===== config.mk =====
export PLATFORM = sky130hd
export DESIGN_NAME = dar_readout
export DESIGN_NICKNAME = d
export VERILOG_FILES = /design/src/core/dar_fifo.v /design/src/core/dar_readout.v
export VERILOG_INCLUDE_DIRS = /design/src /design/src/inc
export SDC_FILE = /design/constraint.sdc
export NUM_CORES = 1
export LEC_CHECK = 0
export BUFFER_PORTS_ARGS = -buffer_cell sky130_fd_sc_hd__clkbuf_2
export CAP_MARGIN = 20
export CORE_MARGIN = 5
export CORE_UTILIZATION = 40
export CTS_BUF_LIST = sky130_fd_sc_hd__clkbuf_4 sky130_fd_sc_hd__clkbuf_8
export DETAILED_ROUTE_END_ITERATION = 8
export HOLD_SLACK_MARGIN = 0.15
export PLACE_DENSITY = 0.61
export RECOVER_POWER = 50
export SETUP_SLACK_MARGIN = 0.5
export SKIP_CTS_REPAIR_TIMING = 1
export SLEW_MARGIN = 20
export SYNTH_ARGS = -nofsm -noshare
export SYNTH_HDL_FRONTEND = slang
export SYNTH_HIERARCHICAL = 1
export SYNTH_SLANG_ARGS = --single-unit
export TNS_END_PERCENT = 30

===== constraint.sdc =====
create_clock -name CORE_CLK -period 7 [get_ports CORE_CLK]
set_clock_uncertainty 0.1 [all_clocks]
set_input_delay 1.4 -clock CORE_CLK [delete_from_list [all_inputs] [get_ports CORE_CLK]]
set_output_delay 1.4 -clock CORE_CLK [all_outputs]
set_load 0.02 [all_outputs]

===== src/inc/dar_defines.vh =====
/*
 constants for the dual converter serial readout: frame layout, code width, fifo size.
 assumes inclusion by bare name from the design files.
*/
`ifndef DAR_DEFINES_VH
`define DAR_DEFINES_VH
`define DAR_CODE_BITS 14
`define DAR_LEAD_ZEROS 2
`define DAR_SHORT_FRAME 16
`define DAR_LONG_FRAME 18
`define DAR_DUAL_FRAME 36
`define DAR_CNT_BITS 6
`define DAR_FIFO_DEPTH 16
`define DAR_FIFO_AW 4
`define DAR_SAMPLE_WIDTH 28
`endif


===== src/core/dar_fifo.v =====
/*
 parameterised flip-flop fifo with valid and ready on both sides.
 assumes one clock and a synchronous active-low reset.
*/
`timescale 1ns/10ps
module dar_fifo #(
  parameter WIDTH = 28,
  parameter DEPTH = 16,
  parameter AW = 4
) (
  input wire clk,
  input wire resetn,
  input wire [WIDTH-1:0] in_data,
  input wire in_valid,
  output wire in_ready,
  output reg [WIDTH-1:0] out_data,
  output wire out_valid,
  input wire out_ready
);
  reg [WIDTH-1:0] mem_reg [0:DEPTH-1];
  reg [AW-1:0] wr_reg;
  reg [AW-1:0] rd_reg;
  reg [AW:0] count_reg;
  wire push;
  wire pop;
  integer i;

  assign in_ready = (count_reg != DEPTH[AW:0]);
  assign out_valid = (count_reg != {(AW+1){1'b0}});
  assign push = in_valid & in_ready;
  assign pop = out_valid & out_ready;

  always @* begin
    out_data = mem_reg[rd_reg];
  end

  always @(posedge clk) begin
    if (!resetn) begin
      wr_reg <= {AW{1'b0}};
      rd_reg <= {AW{1'b0}};
      count_reg <= {(AW+1){1'b0}};
      for (i = 0; i < DEPTH; i = i + 1) begin
        mem_reg[i] <= {WIDTH{1'b0}};
      end
    end else begin
      if (push) begin
        mem_reg[wr_reg] <= in_data;
        wr_reg <= wr_reg + 1'b1;
      end
      if (pop) begin
        rd_reg <= rd_reg + 1'b1;
      end
      if (push && !pop) begin
        count_reg <= count_reg + 1'b1;
      end else if (pop && !push) begin
        count_reg <= count_reg - 1'b1;
      end
    end
  end
endmodule // dar_fifo


===== src/core/dar_readout.v =====
/*
 serial readout of a dual simultaneous-sampling 14-bit converter, on the device side.
 assumes the host drives the chip select and serial clock pins asynchronously; both are
 synchronised to CORE_CLK, which must run well above four times the serial clock.
 converted pairs arrive from the converter core through a fifo; the pair at its head is
 captured at the falling select edge.
 a frame cut before the sixteenth serial fall gives no conversion-done pulse, and the
 sampler then returns to tracking only when select goes high.
*/
`timescale 1ns/10ps
`include "dar_defines.vh"
module dar_readout #(
  parameter CODE_BITS = `DAR_CODE_BITS,
  parameter FIFO_DEPTH = `DAR_FIFO_DEPTH
) (
  input wire CORE_CLK,
  input wire RESETN,
  input wire CHIP_SELECT_N,
  input wire SERIAL_CLK,
  input wire [CODE_BITS-1:0] CH1_CODE,
  input wire [CODE_BITS-1:0] CH2_CODE,
  input wire CODE_VALID,
  output wire CODE_READY,
  output reg CHANNEL_ONE_SERIAL_OUT,
  output reg CHANNEL_ONE_SERIAL_OE,
  output reg CHANNEL_TWO_SERIAL_OUT,
  output reg CHANNEL_TWO_SERIAL_OE,
  output reg TRACKING,
  output reg CONVERT_DONE
);
  localparam ST_IDLE = 3'h1;
  localparam ST_CONV = 3'h2;
  localparam ST_TAIL = 3'h4;
  // frame positions at counter width, so compares and subtractions stay one width
  localparam [`DAR_CNT_BITS-1:0] LONG_IDX = `DAR_LONG_FRAME;
  localparam [`DAR_CNT_BITS-1:0] LAST_CONV_IDX = `DAR_SHORT_FRAME - 1;
  localparam [`DAR_CNT_BITS-1:0] DUAL_IDX = `DAR_DUAL_FRAME;

  reg [2:0] cs_sync_reg;
  reg [2:0] sclk_sync_reg;
  wire cs_fall;
  wire cs_high;
  wire sclk_fall;
  wire [`DAR_SAMPLE_WIDTH-1:0] head_data;
  wire head_valid;
  reg [CODE_BITS-1:0] held1_reg;
  reg [CODE_BITS-1:0] held2_reg;
  reg [`DAR_CNT_BITS-1:0] edge_reg;
  reg [2:0] state_reg;
  reg [2:0] state_next;
  // next bit index and the end-of-conversion strobe, each used in more than one place
  wire [`DAR_CNT_BITS-1:0] next_idx;
  wire conv_end;
  wire [CODE_BITS-1:0] head1;
  wire [CODE_BITS-1:0] head2;

  // bit sent at a given edge index; zeros pad the frame, code goes msb first
  function bit_at;
    input [`DAR_CNT_BITS-1:0] idx;
    input [CODE_BITS-1:0] own;
    input [CODE_BITS-1:0] other;
    reg [`DAR_CNT_BITS-1:0] pos;
    begin
      pos = (idx >= LONG_IDX) ? idx - LONG_IDX : idx;
      if (pos < `DAR_LEAD_ZEROS || pos >= `DAR_SHORT_FRAME) begin
        bit_at = 1'b0;
      end else if (idx >= `DAR_LONG_FRAME) begin
        bit_at = other[`DAR_SHORT_FRAME-1-pos];
      end else begin
        bit_at = own[`DAR_SHORT_FRAME-1-pos];
      end
    end
  endfunction

  ////////////////////////////////////////////////////////////////////////////
  // pin synchronisers; only the second and third stages are read
  always @(posedge CORE_CLK) begin
    if (!RESETN) begin
      cs_sync_reg <= 3'h7;
      sclk_sync_reg <= 3'h7;
    end else begin
      cs_sync_reg <= {cs_sync_reg[1:0], CHIP_SELECT_N};
      sclk_sync_reg <= {sclk_sync_reg[1:0], SERIAL_CLK};
    end
  end
  assign cs_fall = cs_sync_reg[2] & ~cs_sync_reg[1];
  assign cs_high = cs_sync_reg[1];
  assign sclk_fall = sclk_sync_reg[2] & ~sclk_sync_reg[1] & ~cs_high;

  ////////////////////////////////////////////////////////////////////////////
  // converted pairs wait here; a stalled core sees CODE_READY low
  dar_fifo #(
    .WIDTH(`DAR_SAMPLE_WIDTH),
    .DEPTH(FIFO_DEPTH),
    .AW(`DAR_FIFO_AW)
  ) u_fifo (
    .clk(CORE_CLK),
    .resetn(RESETN),
    .in_data({CH1_CODE, CH2_CODE}),
    .in_valid(CODE_VALID),
    .in_ready(CODE_READY),
    .out_data(head_data),
    .out_valid(head_valid),
    .out_ready(cs_fall)
  );

  ////////////////////////////////////////////////////////////////////////////
  // frame state: conversion runs from the select fall to the sixteenth serial fall
  assign next_idx = edge_reg + 1'b1;
  assign conv_end = sclk_fall & (state_reg == ST_CONV) & (edge_reg == LAST_CONV_IDX);
  always @* begin
    state_next = state_reg;
    case (state_reg)
      ST_IDLE: begin
        if (cs_fall) begin
          state_next = ST_CONV;
        end
      end
      ST_CONV: begin
        if (cs_high) begin
          state_next = ST_IDLE;
        end else if (conv_end) begin
          state_next = ST_TAIL;
        end
      end
      ST_TAIL: begin
        if (cs_high) begin
          state_next = ST_IDLE;
        end
      end
      default: begin
        state_next = ST_IDLE;
      end
    endcase
  end

  always @(posedge CORE_CLK) begin
    if (!RESETN) begin
      state_reg <= ST_IDLE;
    end else begin
      state_reg <= state_next;
    end
  end

  ////////////////////////////////////////////////////////////////////////////
  // falling-edge counter; it saturates, so edges past the dual frame keep shifting zeros
  always @(posedge CORE_CLK) begin
    if (!RESETN) begin
      edge_reg <= {`DAR_CNT_BITS{1'b0}};
    end else if (cs_fall || cs_high) begin
      edge_reg <= {`DAR_CNT_BITS{1'b0}};
    end else if (sclk_fall && edge_reg < DUAL_IDX) begin
      edge_reg <= next_idx;
    end
  end

  ////////////////////////////////////////////////////////////////////////////
  // an empty fifo at the select fall yields a zero pair rather than stale data
  assign head1 = head_valid ? head_data[`DAR_SAMPLE_WIDTH-1:CODE_BITS] : {CODE_BITS{1'b0}};
  assign head2 = head_valid ? head_data[CODE_BITS-1:0] : {CODE_BITS{1'b0}};
  always @(posedge CORE_CLK) begin
    if (!RESETN) begin
      held1_reg <= {CODE_BITS{1'b0}};
      held2_reg <= {CODE_BITS{1'b0}};
    end else if (cs_fall) begin
      held1_reg <= head1;
      held2_reg <= head2;
    end
  end

  ////////////////////////////////////////////////////////////////////////////
  // data lines: a new bit after each serial fall; zero, and released, outside a frame
  always @(posedge CORE_CLK) begin
    if (!RESETN) begin
      CHANNEL_ONE_SERIAL_OUT <= 1'b0;
      CHANNEL_TWO_SERIAL_OUT <= 1'b0;
      CHANNEL_ONE_SERIAL_OE <= 1'b0;
      CHANNEL_TWO_SERIAL_OE <= 1'b0;
    end else begin
      CHANNEL_ONE_SERIAL_OE <= ~cs_high;
      CHANNEL_TWO_SERIAL_OE <= ~cs_high;
      if (cs_fall || cs_high) begin
        // the first leading zero stands before any serial fall
        CHANNEL_ONE_SERIAL_OUT <= 1'b0;
        CHANNEL_TWO_SERIAL_OUT <= 1'b0;
      end else if (sclk_fall) begin
        CHANNEL_ONE_SERIAL_OUT <= bit_at(next_idx, held1_reg, held2_reg);
        CHANNEL_TWO_SERIAL_OUT <= bit_at(next_idx, held2_reg, held1_reg);
      end
    end
  end

  ////////////////////////////////////////////////////////////////////////////
  // sampler status; tracking resumes at the last conversion edge, or at select high if the frame is cut before it
  always @(posedge CORE_CLK) begin
    if (!RESETN) begin
      TRACKING <= 1'b1;
      CONVERT_DONE <= 1'b0;
    end else begin
      CONVERT_DONE <= conv_end;
      if (cs_fall) begin
        TRACKING <= 1'b0;
      end else if (cs_high || conv_end) begin
        TRACKING <= 1'b1;
      end
    end
  end
endmodule // dar_readout


* Word-level counts from Yosys, hierarchy flattened
Memories as Yosys holds them, arrays and structs flattened. A register that Yosys moved wholly into a read port is not among the register bits. Index checks and enable logic that the tools add are counted.
Word-level totals: memories kept 1, RAM bits 448, input bits 33, logic and storage cells 89, output and inout bits 7, bits in registers 61
Memory list:
- u_fifo.mem_reg | words 16, width 28, rd ports 1, clocked after memory_dff 1, write ports 16, line dar_fifo.v:20 | reg [WIDTH-1:0] mem_reg [0:DEPTH-1];
Cells by class: equality and inequality tests 8, reductions and logical operators 14, bitwise logic cells 10, $lt $le $gt $ge 6, multiplexer cells 29, $add $sub $neg 7
Operators by type and width (number):
- 32-bit by 5-bit less-than comparator with 1-bit output (second input constant) | 1
- 14-bit 2-to-1 mux | 2
- 28-bit 2-to-1 mux | 1
- 28-bit OR reduction | 1
- 6-bit by 5-bit greater-or-equal comparator with 1-bit output (second input constant) | 3
- 1-bit 2-to-1 mux | 13
- 3-bit 2-to-1 mux | 4
- 4-bit 2-to-1 mux | 3
- 5-bit 2-to-1 mux | 2
- 3-bit case mux with 3 select lines | 1
- 4-bit by 1-bit adder with 4-bit output (second input constant) | 2
- 1-bit binary-select mux with 4-bit select | 2
- 1-bit AND | 7
- 4-bit by 6-bit subtractor with 7-bit output (first input constant) | 1
- 6-bit by 1-bit adder with 6-bit output (second input constant) | 1
- 6-bit by 4-bit equality test with 1-bit output (second input constant) | 1
- 6-bit by 2-bit less-than comparator with 1-bit output (second input constant) | 1
- 6-bit less-than comparator (second input constant) | 1
- 6-bit 2-to-1 mux | 1
- 6-bit by 5-bit subtractor with 6-bit output (second input constant) | 1
- 5-bit by 1-bit adder with 5-bit output (second input constant) | 1
- 5-bit != test (second input constant) | 1
- 5-bit nonzero test | 1
- 5-bit by 1-bit subtractor with 5-bit output (second input constant) | 1
- 12 further kinds | 21

* Logic depth before layout (Yosys ltp)
Gate-level depths: netlist of the first run.
word-level depth 8, gate-level depth with buffers 12, gate-level depth less buffers 11

* Hierarchy
The synthesis of the first run kept the hierarchy.
By module, submodules not included:
- dar_fifo | seq. area each 13793.2 um^2, area each 20323.2 um^2, instances 1, cells each 1461
- dar_readout | seq. area each 960.9 um^2, area each 2648.8 um^2, instances 1, cells each 300

* Worst setup path after synthesis of the first run
No wires, ideal clock.
path kind input to register, start input port CODE_VALID, end memory u_fifo.mem_reg[13][0] (enable), library setup time 0.452 ns, arrival time 3.897 ns, data required time 6.448 ns, buffers on the path 1, stages 4, setup slack 2.551 ns, cell sequence a21boi_4 > buf_4 > nand2_1 > o21ai_0
RTL lines:
- start: declaration | line dar_readout.v:22 | input wire CODE_VALID,
- end: declaration | line dar_fifo.v:20

==> results of run 1 <==
-- layout make-up --
type	count	area share
flip-flops and latches	513	0.580
multi-input cells	1109	0.303
clock buffers	118	0.0562
well taps	756	0.0372
repair buffers	78	0.0179
clock inverters	21	0.00472
inverters	9	0.00133
diodes	1	0.0000983
-- worst max-delay path, cell delays in order --
cell and delay (ps):
clkbuf_1 1250, and2_0 250, clkbuf_1 1660, nand2_1 110, clkbuf_1 780, nor2_1 330
-- power groups by stage --
stage               Sequential, uW  Clock [uW]  Combinational (uW)
floorplan                     3640           0                 698
global placement              3670           0                 998
detailed placement            3680           0                1010
CTS                           3620        2560                1010
global route                  3640        2690                1080
finish                        3620        2490                1000
-- placed cells by master (no fill, tap or decap), types with 5 or more instances in the layout --
master	n
a211oi_1	5
a21boi_0	30
a21oi_1	9
a22oi_1	58
and2_0	9
and2_1	9
buf_4	27
clkbuf_1	19
clkbuf_2	31
clkbuf_4	31
clkbuf_8	87
clkinv_1	11
dfxtp_1	63
edfxtp_1	448
ha_1	12
inv_1	9
mux2i_1	12
mux4_2	120
nand2_1	221
nand2b_1	11
nand3_1	39
nor2_1	464
nor2b_1	5
nor3_1	7
o21ai_0	10
o21ai_4	14
xnor2_1	8
-- worst paths after layout --
path,start,endpoint,cells after the start
min,sclk_sync_reg[0],sclk_sync_reg[1],1
min reg2reg,sclk_sync_reg[0],sclk_sync_reg[1],1
max,RESETN,u_fifo/mem_reg[12][26],6
max reg2reg,u_fifo/count_reg[0],u_fifo/mem_reg[4][17],5
-- cells by family after synthesis --
kind of cell	share of synthesized area
fa+ha+maj	0.00741
compound gates	0.0491
simple gates	0.141
buf+inv	0.0304
flops	0.642
mux	0.124
xor+xnor	0.00561
-- metrics by stage --
stage	total power [uW]	setup slack, ps	hold WS (ps)	instances	utilization
after global routing	7410	1370	334	2605	0.450
after global placement	4670	2570	298	2464	0.423
after detailed placement	4690	2470	297	2465	0.424
after floorplan	4340	2550	286	1761	-
final	7120	1570	312	2605	0.450
after CTS	7190	2470	312	2604	0.451
-- routing by layer --
layer	wire, um	part of all wire	GRT usage
met1	25200	0.41	0.265
met2	28800	0.47	0.313
met3	5420	0.089	0.0447
met4	1480	0.024	0.0499
met5	13	0.00021	0
==> impl_metrics.json, run 1 <==
{
  "outcome": "finished, violations left",
  "violations": "capacitance limit, slew limit",
  "die_w_um": 250,
  "multi_input_area_um2": 7700,
  "period_share": 0.776,
  "cts_buffer_depth": 3,
  "fillerInstances": 5189,
  "sw_frac_of_total": 0.274,
  "wire_per_inst_um": 23.4,
  "intPower_uw": 5170,
  "overflow": 0,
  "hp-class": "flip-flop to flip-flop",
  "drive_above_1_share": 0.186,
  "synth.avg_cell_area_um2": 13.0,
  "cts_sinks": 513,
  "final_max_slew_viol_count": 395,
  "synth_area_um2": 23000,
  "max_freq_mhz": 184,
  "grt_pass1_wl_um": 91900,
  "synth_top_area_frac": 0.586,
  "yosys-top-cells-count": "465 x nor2_1, 448 x edfxtp_1, 222 x nand2_1, 120 x mux4_2, 65 x dfxtp_1",
  "ios": 40,
  "p_seq_frac": 0.509,
  "antenna_found_initial": 2,
  "finalInstanceArea_um2": 25500,
  "end_kind": "flip-flop",
  "ir_drop_mv": 0.164,
  "synthToLayoutAreaGrowth_pct": 10.8,
  "viasPerCell": 5.60,
  "grt_pass1_vias": 14900,
  "placed_area_um2": 24000,
  "synth_top_flop_cell": "edfxtp_1",
  "path_class": "input pin to flip-flop",
  "synth-edff-count": 448,
  "hpwl_um": 34500,
  "nets": 1842,
  "drc_errors": 0,
  "yosysSeqAreaShare": 0.642,
  "seq_area_um2": 14800,
  "yosysMostFrequentCell": "nor2_1",
  "ant_nets": 0,
  "clock_latency_ps": 670,
  "finalHoldViolCount": 0,
  "htreeDepth": 3,
  "vias": 14600,
  "combPwrFrac": 0.141,
  "cts_tree": "yes",
  "dr.pass1.iters": 7,
  "synth_top_cell_by_area": "edfxtp_1",
  "critPathMaxFanout": 29,
  "largest_register_ffs": 448,
  "synth_area_leaders": "edfxtp_1 59%, mux4_2 12%, nor2_1 7.6%",
  "start_util": 0.406,
  "io_buffers": 39,
  "core_um2": 56600,
  "critPathArrivalTime_ps": 5800,
  "rows": 87,
  "grt_max_degree": 109,
  "setup_viol": 0,
  "clkPwrFrac": 0.350,
  "relSlewSlack": -1.08,
  "syn_nets": 1807,
  "rrSetupSlack_ps": 2310,
  "power_switching_uw": 1950,
  "startpoint_type": "input pin",
  "ys_types": 66,
  "fp.dieArea_um2": 62300,
  "period_needed_ps": 5430,
  "rsz0062_at_grt": "no",
  "ys_seq_elements": 513,
  "dieHeight_um": 250,
  "p_leak_uw": 0.00837,
  "clockRootBuffer": "clkbuf_8",
  "synthArstFlopShare": 0,
  "powerDensity_nw_per_um2": 280,
  "drv_cap": 14,
  "required_ps": 7370,
  "cts_made_buffers": 85,
  "finalSetupTns_ps": 0,
  "drt_iter0_drc": 1454,
  "grt_usage": 0.193,
  "syn_inst": 1761,
  "worst_pin_slew_ps": 3090,
  "clkTransAtPathRegs_ps": 60,
  "gp_congestion": 0.786,
  "ys.warnings.count": 6,
  "totalWireLength_um": 61000
}
Note: power is estimated with default switching activity, not from simulation.
==> inputs of run 2 (changes only) <==
- clock period: 7 -> 5.3 ns (I/O delays scaled with it)
==> run 2 against run 1 <==
Compared with the run above:
- the flow still finishes with violations (capacitance limit, slew limit)
- routed wire length is 2.4% higher
- combinational power rose by 32%
- sequential cell count unchanged
- power is 33% higher
- largest power group unchanged
- first-iteration DRC count up 11%
- clock power is 37% higher
- critical endpoint is now u_fifo/mem_reg[3][13]
==> impl_metrics.json, run 2 (synthesis gave the netlist of run 1 again) <==
{
  "nets": 1848,
  "layout_commonest_cell": "nor2_1",
  "p_leak_uw": 0.00845,
  "seq_area_um2": 14800,
  "crit_start": "u_fifo/wr_reg[1]",
  "powerDensity_nw_per_um2": 372,
  "wire_per_inst_um": 23.7,
  "clock_latency_ps": 660,
  "clkTransAtPathRegs_ps": 60,
  "synthToLayoutAreaGrowth_pct": 11.1,
  "max_freq_mhz": 210,
  "ir_drop_mv": 0.203,
  "path_class": "flip-flop to flip-flop",
  "critPathMaxFanout": 16,
  "clockRootBuffer": "clkbuf_8",
  "cp-endpoint": "u_fifo/mem_reg[3][13]",
  "r2r_start": "u_fifo/wr_reg[1]",
  "grt_usage": 0.196,
  "drv_cap": 8,
  "drt_iter0_drc": 1611,
  "finalSetupTns_ps": 0,
  "grt_pass1_wl_um": 93500,
  "dr.pass1.iters": 5,
  "antenna_found_initial": 1,
  "r2r_cells": 4,
  "grt_max_degree": 62,
  "overflow": 0,
  "start_util": 0.406,
  "hp-class": "flip-flop to flip-flop",
  "critPathArrivalTime_ps": 4940,
  "final_max_slew_viol_count": 196,
  "end_kind": "flip-flop",
  "totalWireLength_um": 62400,
  "grt_pass1_vias": 14900,
  "period_share": 0.897,
  "io_buffers": 39,
  "r2r-end": "u_fifo/mem_reg[3][13]",
  "rows": 87,
  "fp.dieArea_um2": 62300,
  "htreeDepth": 3,
  "setup_viol": 0,
  "fin_hold_ws_ps": 307,
  "startpoint_type": "flip-flop",
  "rrSetupSlack_ps": 550,
  "path_cells": "ha_1 -> o211ai_1 -> o21ai_0 -> buf_4",
  "die_w_um": 250,
  "cts_tree": "yes",
  "outcome": "finished, violations left",
  "cpMaxStageDelayCell": "o21ai_0",
  "worst_pin_slew_ps": 3300,
  "drive_above_1_share": 0.190,
  "finalHoldViolCount": 0,
  "cts_sinks": 513,
  "period_needed_ps": 4750,
  "violations": "capacitance limit, slew limit",
  "core_um2": 56600,
  "multi_input_area_um2": 7620,
  "fillerInstances": 5210,
  "rsz0062_at_grt": "no",
  "drc_errors": 0,
  "vias": 14800,
  "dieHeight_um": 250,
  "largest_register_ffs": 448,
  "gp_congestion": 0.822,
  "layout_common_cells": "464 x nor2_1, 448 x edfxtp_1, 223 x nand2_1",
  "cpPeakStageDelay_ps": 2550,
  "ios": 40,
  "cts_buffer_depth": 3,
  "cts_made_buffers": 84,
  "viasPerCell": 5.63,
  "hpwl_um": 38000,
  "relSlewSlack": -1.22,
  "required_ps": 5490,
  "ant_nets": 0
}
[run 2: through the flow]
| step | area [um^2] | setup WS, ps | std cells | power [uW] | util |
|---|---|---|---|---|---|
| after floorplan | 23000 | 1190 | 1761 | 5730 | - |
| after global placement | 24000 | 1320 | 2472 | 6180 | 0.424 |
| after detailed placement | 24000 | 1150 | 2472 | 6210 | 0.424 |
| after CTS | 25700 | 1140 | 2628 | 9620 | 0.454 |
| after global routing | 25500 | 446 | 2629 | 9870 | 0.451 |
| final | 25500 | 547 | 2629 | 9500 | 0.451 |
[run 2: worst min-delay path by stage]
stage                      from               end  slack [ps]  cells after the start
2_1_floorplan    cs_sync_reg[0]    cs_sync_reg[1]         290                      1
3_3_place_gp     cs_sync_reg[0]    cs_sync_reg[1]         290                      1
3_5_place_dp   sclk_sync_reg[0]  sclk_sync_reg[1]         300                      1
4_1_cts        sclk_sync_reg[0]  sclk_sync_reg[1]         310                      1
5_1_grt        sclk_sync_reg[0]  sclk_sync_reg[1]         330                      1
6_report       sclk_sync_reg[0]  sclk_sync_reg[1]         310                      1
[run 2: layout make-up]
cell class	instances	share of cell area
Tap cell	756	0.0371
Clock buffer	122	0.0574
Timing Repair Buffer	85	0.0199
Multi-Input combinational cell	1109	0.299
Inverter	9	0.00132
Sequential cell	513	0.578
Antenna cell	1	0.0000980
Clock inverter	34	0.00735
[run 2: power by group]
group | switching, uW | internal (uW) | total, uW
clock network | 1580 | 1830 | 3410
logic | 892 | 432 | 1320
registers | 126 | 4640 | 4770
[run 2: metal layers]
metal	track usage	routed length, um	vias to the layer above
met5	0	0	-
met4	0.0596	1880	0
met3	0.0453	5540	116
met2	0.306	28800	706
met1	0.277	26200	7462
li1	-	-	6519
[run 2: worst max-delay path, delay by kind of cell (launching register included)]
kind / cells / cell delay, ps
AOI/OAI and AO/OA: 2 / 2860
adders and majority gates: 1 / 270
buffers and inverters: 1 / 710
DFF: 1 / 420
==> inputs of run 3 (changes only) <==
- CAP_MARGIN: 20 -> 0
- SYNTH_HIERARCHICAL: 1 -> default
==> run 3 against run 2 <==
Compared with the run above:
- the flow still finishes with violations (capacitance limit, slew limit)
- hold slack gained 25 ps
- power shrank 3.0%
- cell count shrank 7.9%
- global-route usage shrank 0.88 points
- routed wire length shrank 4.8%
- clock power grew 4%
- clock-buffer cell count grew 3
- area after synthesis grew 1.9%
- maximum frequency grew 5.6%
- largest power group unchanged
- highest routed layer is now met5
==> impl_metrics.json, run 3 <==
{
  "dieHeight_um": 252,
  "stdcell_count": 2420,
  "viasPerCell": 5.37,
  "drv_cap": 14,
  "overflow": 0,
  "synth-edff-count": 448,
  "wire_per_inst_um": 24.5,
  "nets": 1629,
  "layout_commonest_cell": "edfxtp_1",
  "end_kind": "flip-flop",
  "drt_iter0_drc": 1341,
  "ant_nets": 0,
  "period_needed_ps": 4500,
  "synth.avg_cell_area_um2": 15.2,
  "die_w_um": 252,
  "p_leak_uw": 0.00908,
  "critPathMaxFanout": 18,
  "io_buffers": 39,
  "drive_above_1_share": 0.228,
  "synth_top_flop_cell": "edfxtp_1",
  "vias": 13000,
  "placed_area_um2": 24600,
  "fillerInstances": 5076,
  "ios": 40,
  "max_freq_mhz": 222,
  "synth_area_um2": 23400,
  "powerDensity_nw_per_um2": 353,
  "dr.pass1.iters": 5,
  "clockRootBuffer": "clkbuf_8",
  "path_class": "flip-flop to flip-flop",
  "rsz0062_at_grt": "no",
  "synth_top_area_frac": 0.575,
  "grt_pass1_vias": 13500,
  "violations": "capacitance limit, slew limit",
  "fp.dieArea_um2": 63500,
  "critPathArrivalTime_ps": 4760,
  "gp_congestion": 0.811,
  "cts_sinks": 513,
  "finalHoldViolCount": 0,
  "cts_made_buffers": 86,
  "yosysMostFrequentCell": "and2_1",
  "synth_area_leaders": "edfxtp_1 57%, mux4_2 14%, and2_1 12%",
  "ir_drop_mv": 0.172,
  "clock_latency_ps": 680,
  "grt_max_degree": 83,
  "drc_errors": 0,
  "synthArstFlopShare": 0,
  "hp-class": "flip-flop to flip-flop",
  "rows": 88,
  "yosysSeqAreaShare": 0.630,
  "placed_cells": 2260,
  "cpPeakStageDelay_ps": 1870,
  "worstHoldStart": "cs_sync_reg[0]",
  "path_cells": "nor4_1 -> nand2_1 -> and2_0 -> nand3_1 -> o21ai_1 -> buf_4",
  "r2r_start": "u_fifo.count_reg[0]",
  "finalSetupTns_ps": 0,
  "synth_top_cell_by_area": "edfxtp_1",
  "syn_nets": 1591,
  "ys_types": 61,
  "ys.warnings.count": 0,
  "grt_usage": 0.187,
  "hpwl_um": 34500,
  "largest_register_ffs": 448,
  "startpoint_type": "flip-flop",
  "required_ps": 5560,
  "finalInstanceArea_um2": 26100,
  "antenna_found_initial": 6,
  "worst_pin_slew_ps": 2450,
  "core_um2": 57800,
  "layout_common_cells": "448 x edfxtp_1, 328 x and2_1, 142 x mux4_2",
  "synthToLayoutAreaGrowth_pct": 11.6,
  "crit_start": "u_fifo.count_reg[0]",
  "cts_buffer_depth": 3,
  "relSlewSlack": -0.642,
  "report.power.total_uw": 9220,
  "syn_inst": 1545,
  "cts_tree": "yes",
  "totalWireLength_um": 59400,
  "start_util": 0.405,
  "outcome": "finished, violations left",
  "final_max_slew_viol_count": 324,
  "period_share": 0.849,
  "ys_seq_elements": 513,
  "clkTransAtPathRegs_ps": 60,
  "htreeDepth": 3,
  "yosys-top-cells-count": "462 x and2_1, 448 x edfxtp_1, 142 x mux4_2, 102 x clkbuf_1, 65 x dfxtp_1",
  "setup_viol": 0,
  "grt_pass1_wl_um": 88800,
  "cpMaxStageDelayCell": "o21ai_1"
}
## run 3: changes by cell type after synthesis, moves of 22 or more
cell	previous run	this run
nand2_1	222	21
and2_1	18	462
nand3_1	39	15
buf_2	38	12
a21boi_0	30	2
nor2b_1	7	33
nor2_1	465	29
clkbuf_1	47	102
mux4_2	120	142
a22oi_1	58	29
## run 3: final cells by class
| class | instances | area, um^2 | share of cell area |
|---|---|---|---|
| antenna | 2 | 5.00 | 0.000192 |
| clock buffer | 125 | 1540 | 0.0589 |
| clock inverter | 33 | 209 | 0.00800 |
| inverter | 13 | 48.8 | 0.00187 |
| multi-input combinational | 894 | 8150 | 0.312 |
| sequential | 513 | 14800 | 0.565 |
| tap | 765 | 957 | 0.0366 |
| timing repair buffer | 75 | 457 | 0.0175 |
## run 3: power by group
part           switching, uW  leakage (uW)  internal [uW]
Combinational            533       0.00298            408
Clock                   1630      0.000930           1930
Sequential               104       0.00516           4610
Total                   2270       0.00908           6950
## run 3: critical path: cells and delay by family, from the launching register on
kind | cells | cell delay (ps)
buffers and inverters | 1 | 480
AND/OR/NAND/NOR | 4 | 1320
flip-flops | 1 | 420
AO/OA/AOI/OAI | 1 | 1870
## run 3: path summary, 6_finish.rpt
path / to / slack (ps) / cells past startpoint
max reg2reg: u_fifo.mem_reg[12][9] / 800 / 6
min reg2reg: cs_sync_reg[1] / 330 / 1
min: cs_sync_reg[1] / 330 / 1
max: u_fifo.mem_reg[12][9] / 800 / 6
## run 3: logic make-up (layout without fill, tap and decap cells)
logic type	count (synthesis)	count (layout)	synth area share
simple gates	609	609	0.158
flops	513	513	0.630
mux	156	156	0.143
buf+inv	138	246	0.0247
compound gates	100	100	0.0312
xor+xnor	16	16	0.00631
fa+ha+maj	13	13	0.00727
other cells	0	2	0
## run 3: metrics by stage
step | hold slack (ps) | util | setup WS [ps]
3_5_place_dp | 315 | 0.425 | 1440
5_1_grt | 350 | 0.452 | 603
2_1_floorplan | 286 | - | 1170
6_report | 332 | 0.452 | 798
3_3_place_gp | 300 | 0.425 | 1440
4_1_cts | 329 | 0.455 | 1410
## run 3: routing by layer
metal | global-route usage | vias to the layer above | wire length (um)
met3 | 0.0424 | 110 | 4090
met5 | 0 | - | 13
met1 | 0.261 | 6627 | 25300
met2 | 0.300 | 453 | 28800
li1 | - | 5802 | -
met4 | 0.0501 | 2 | 1250
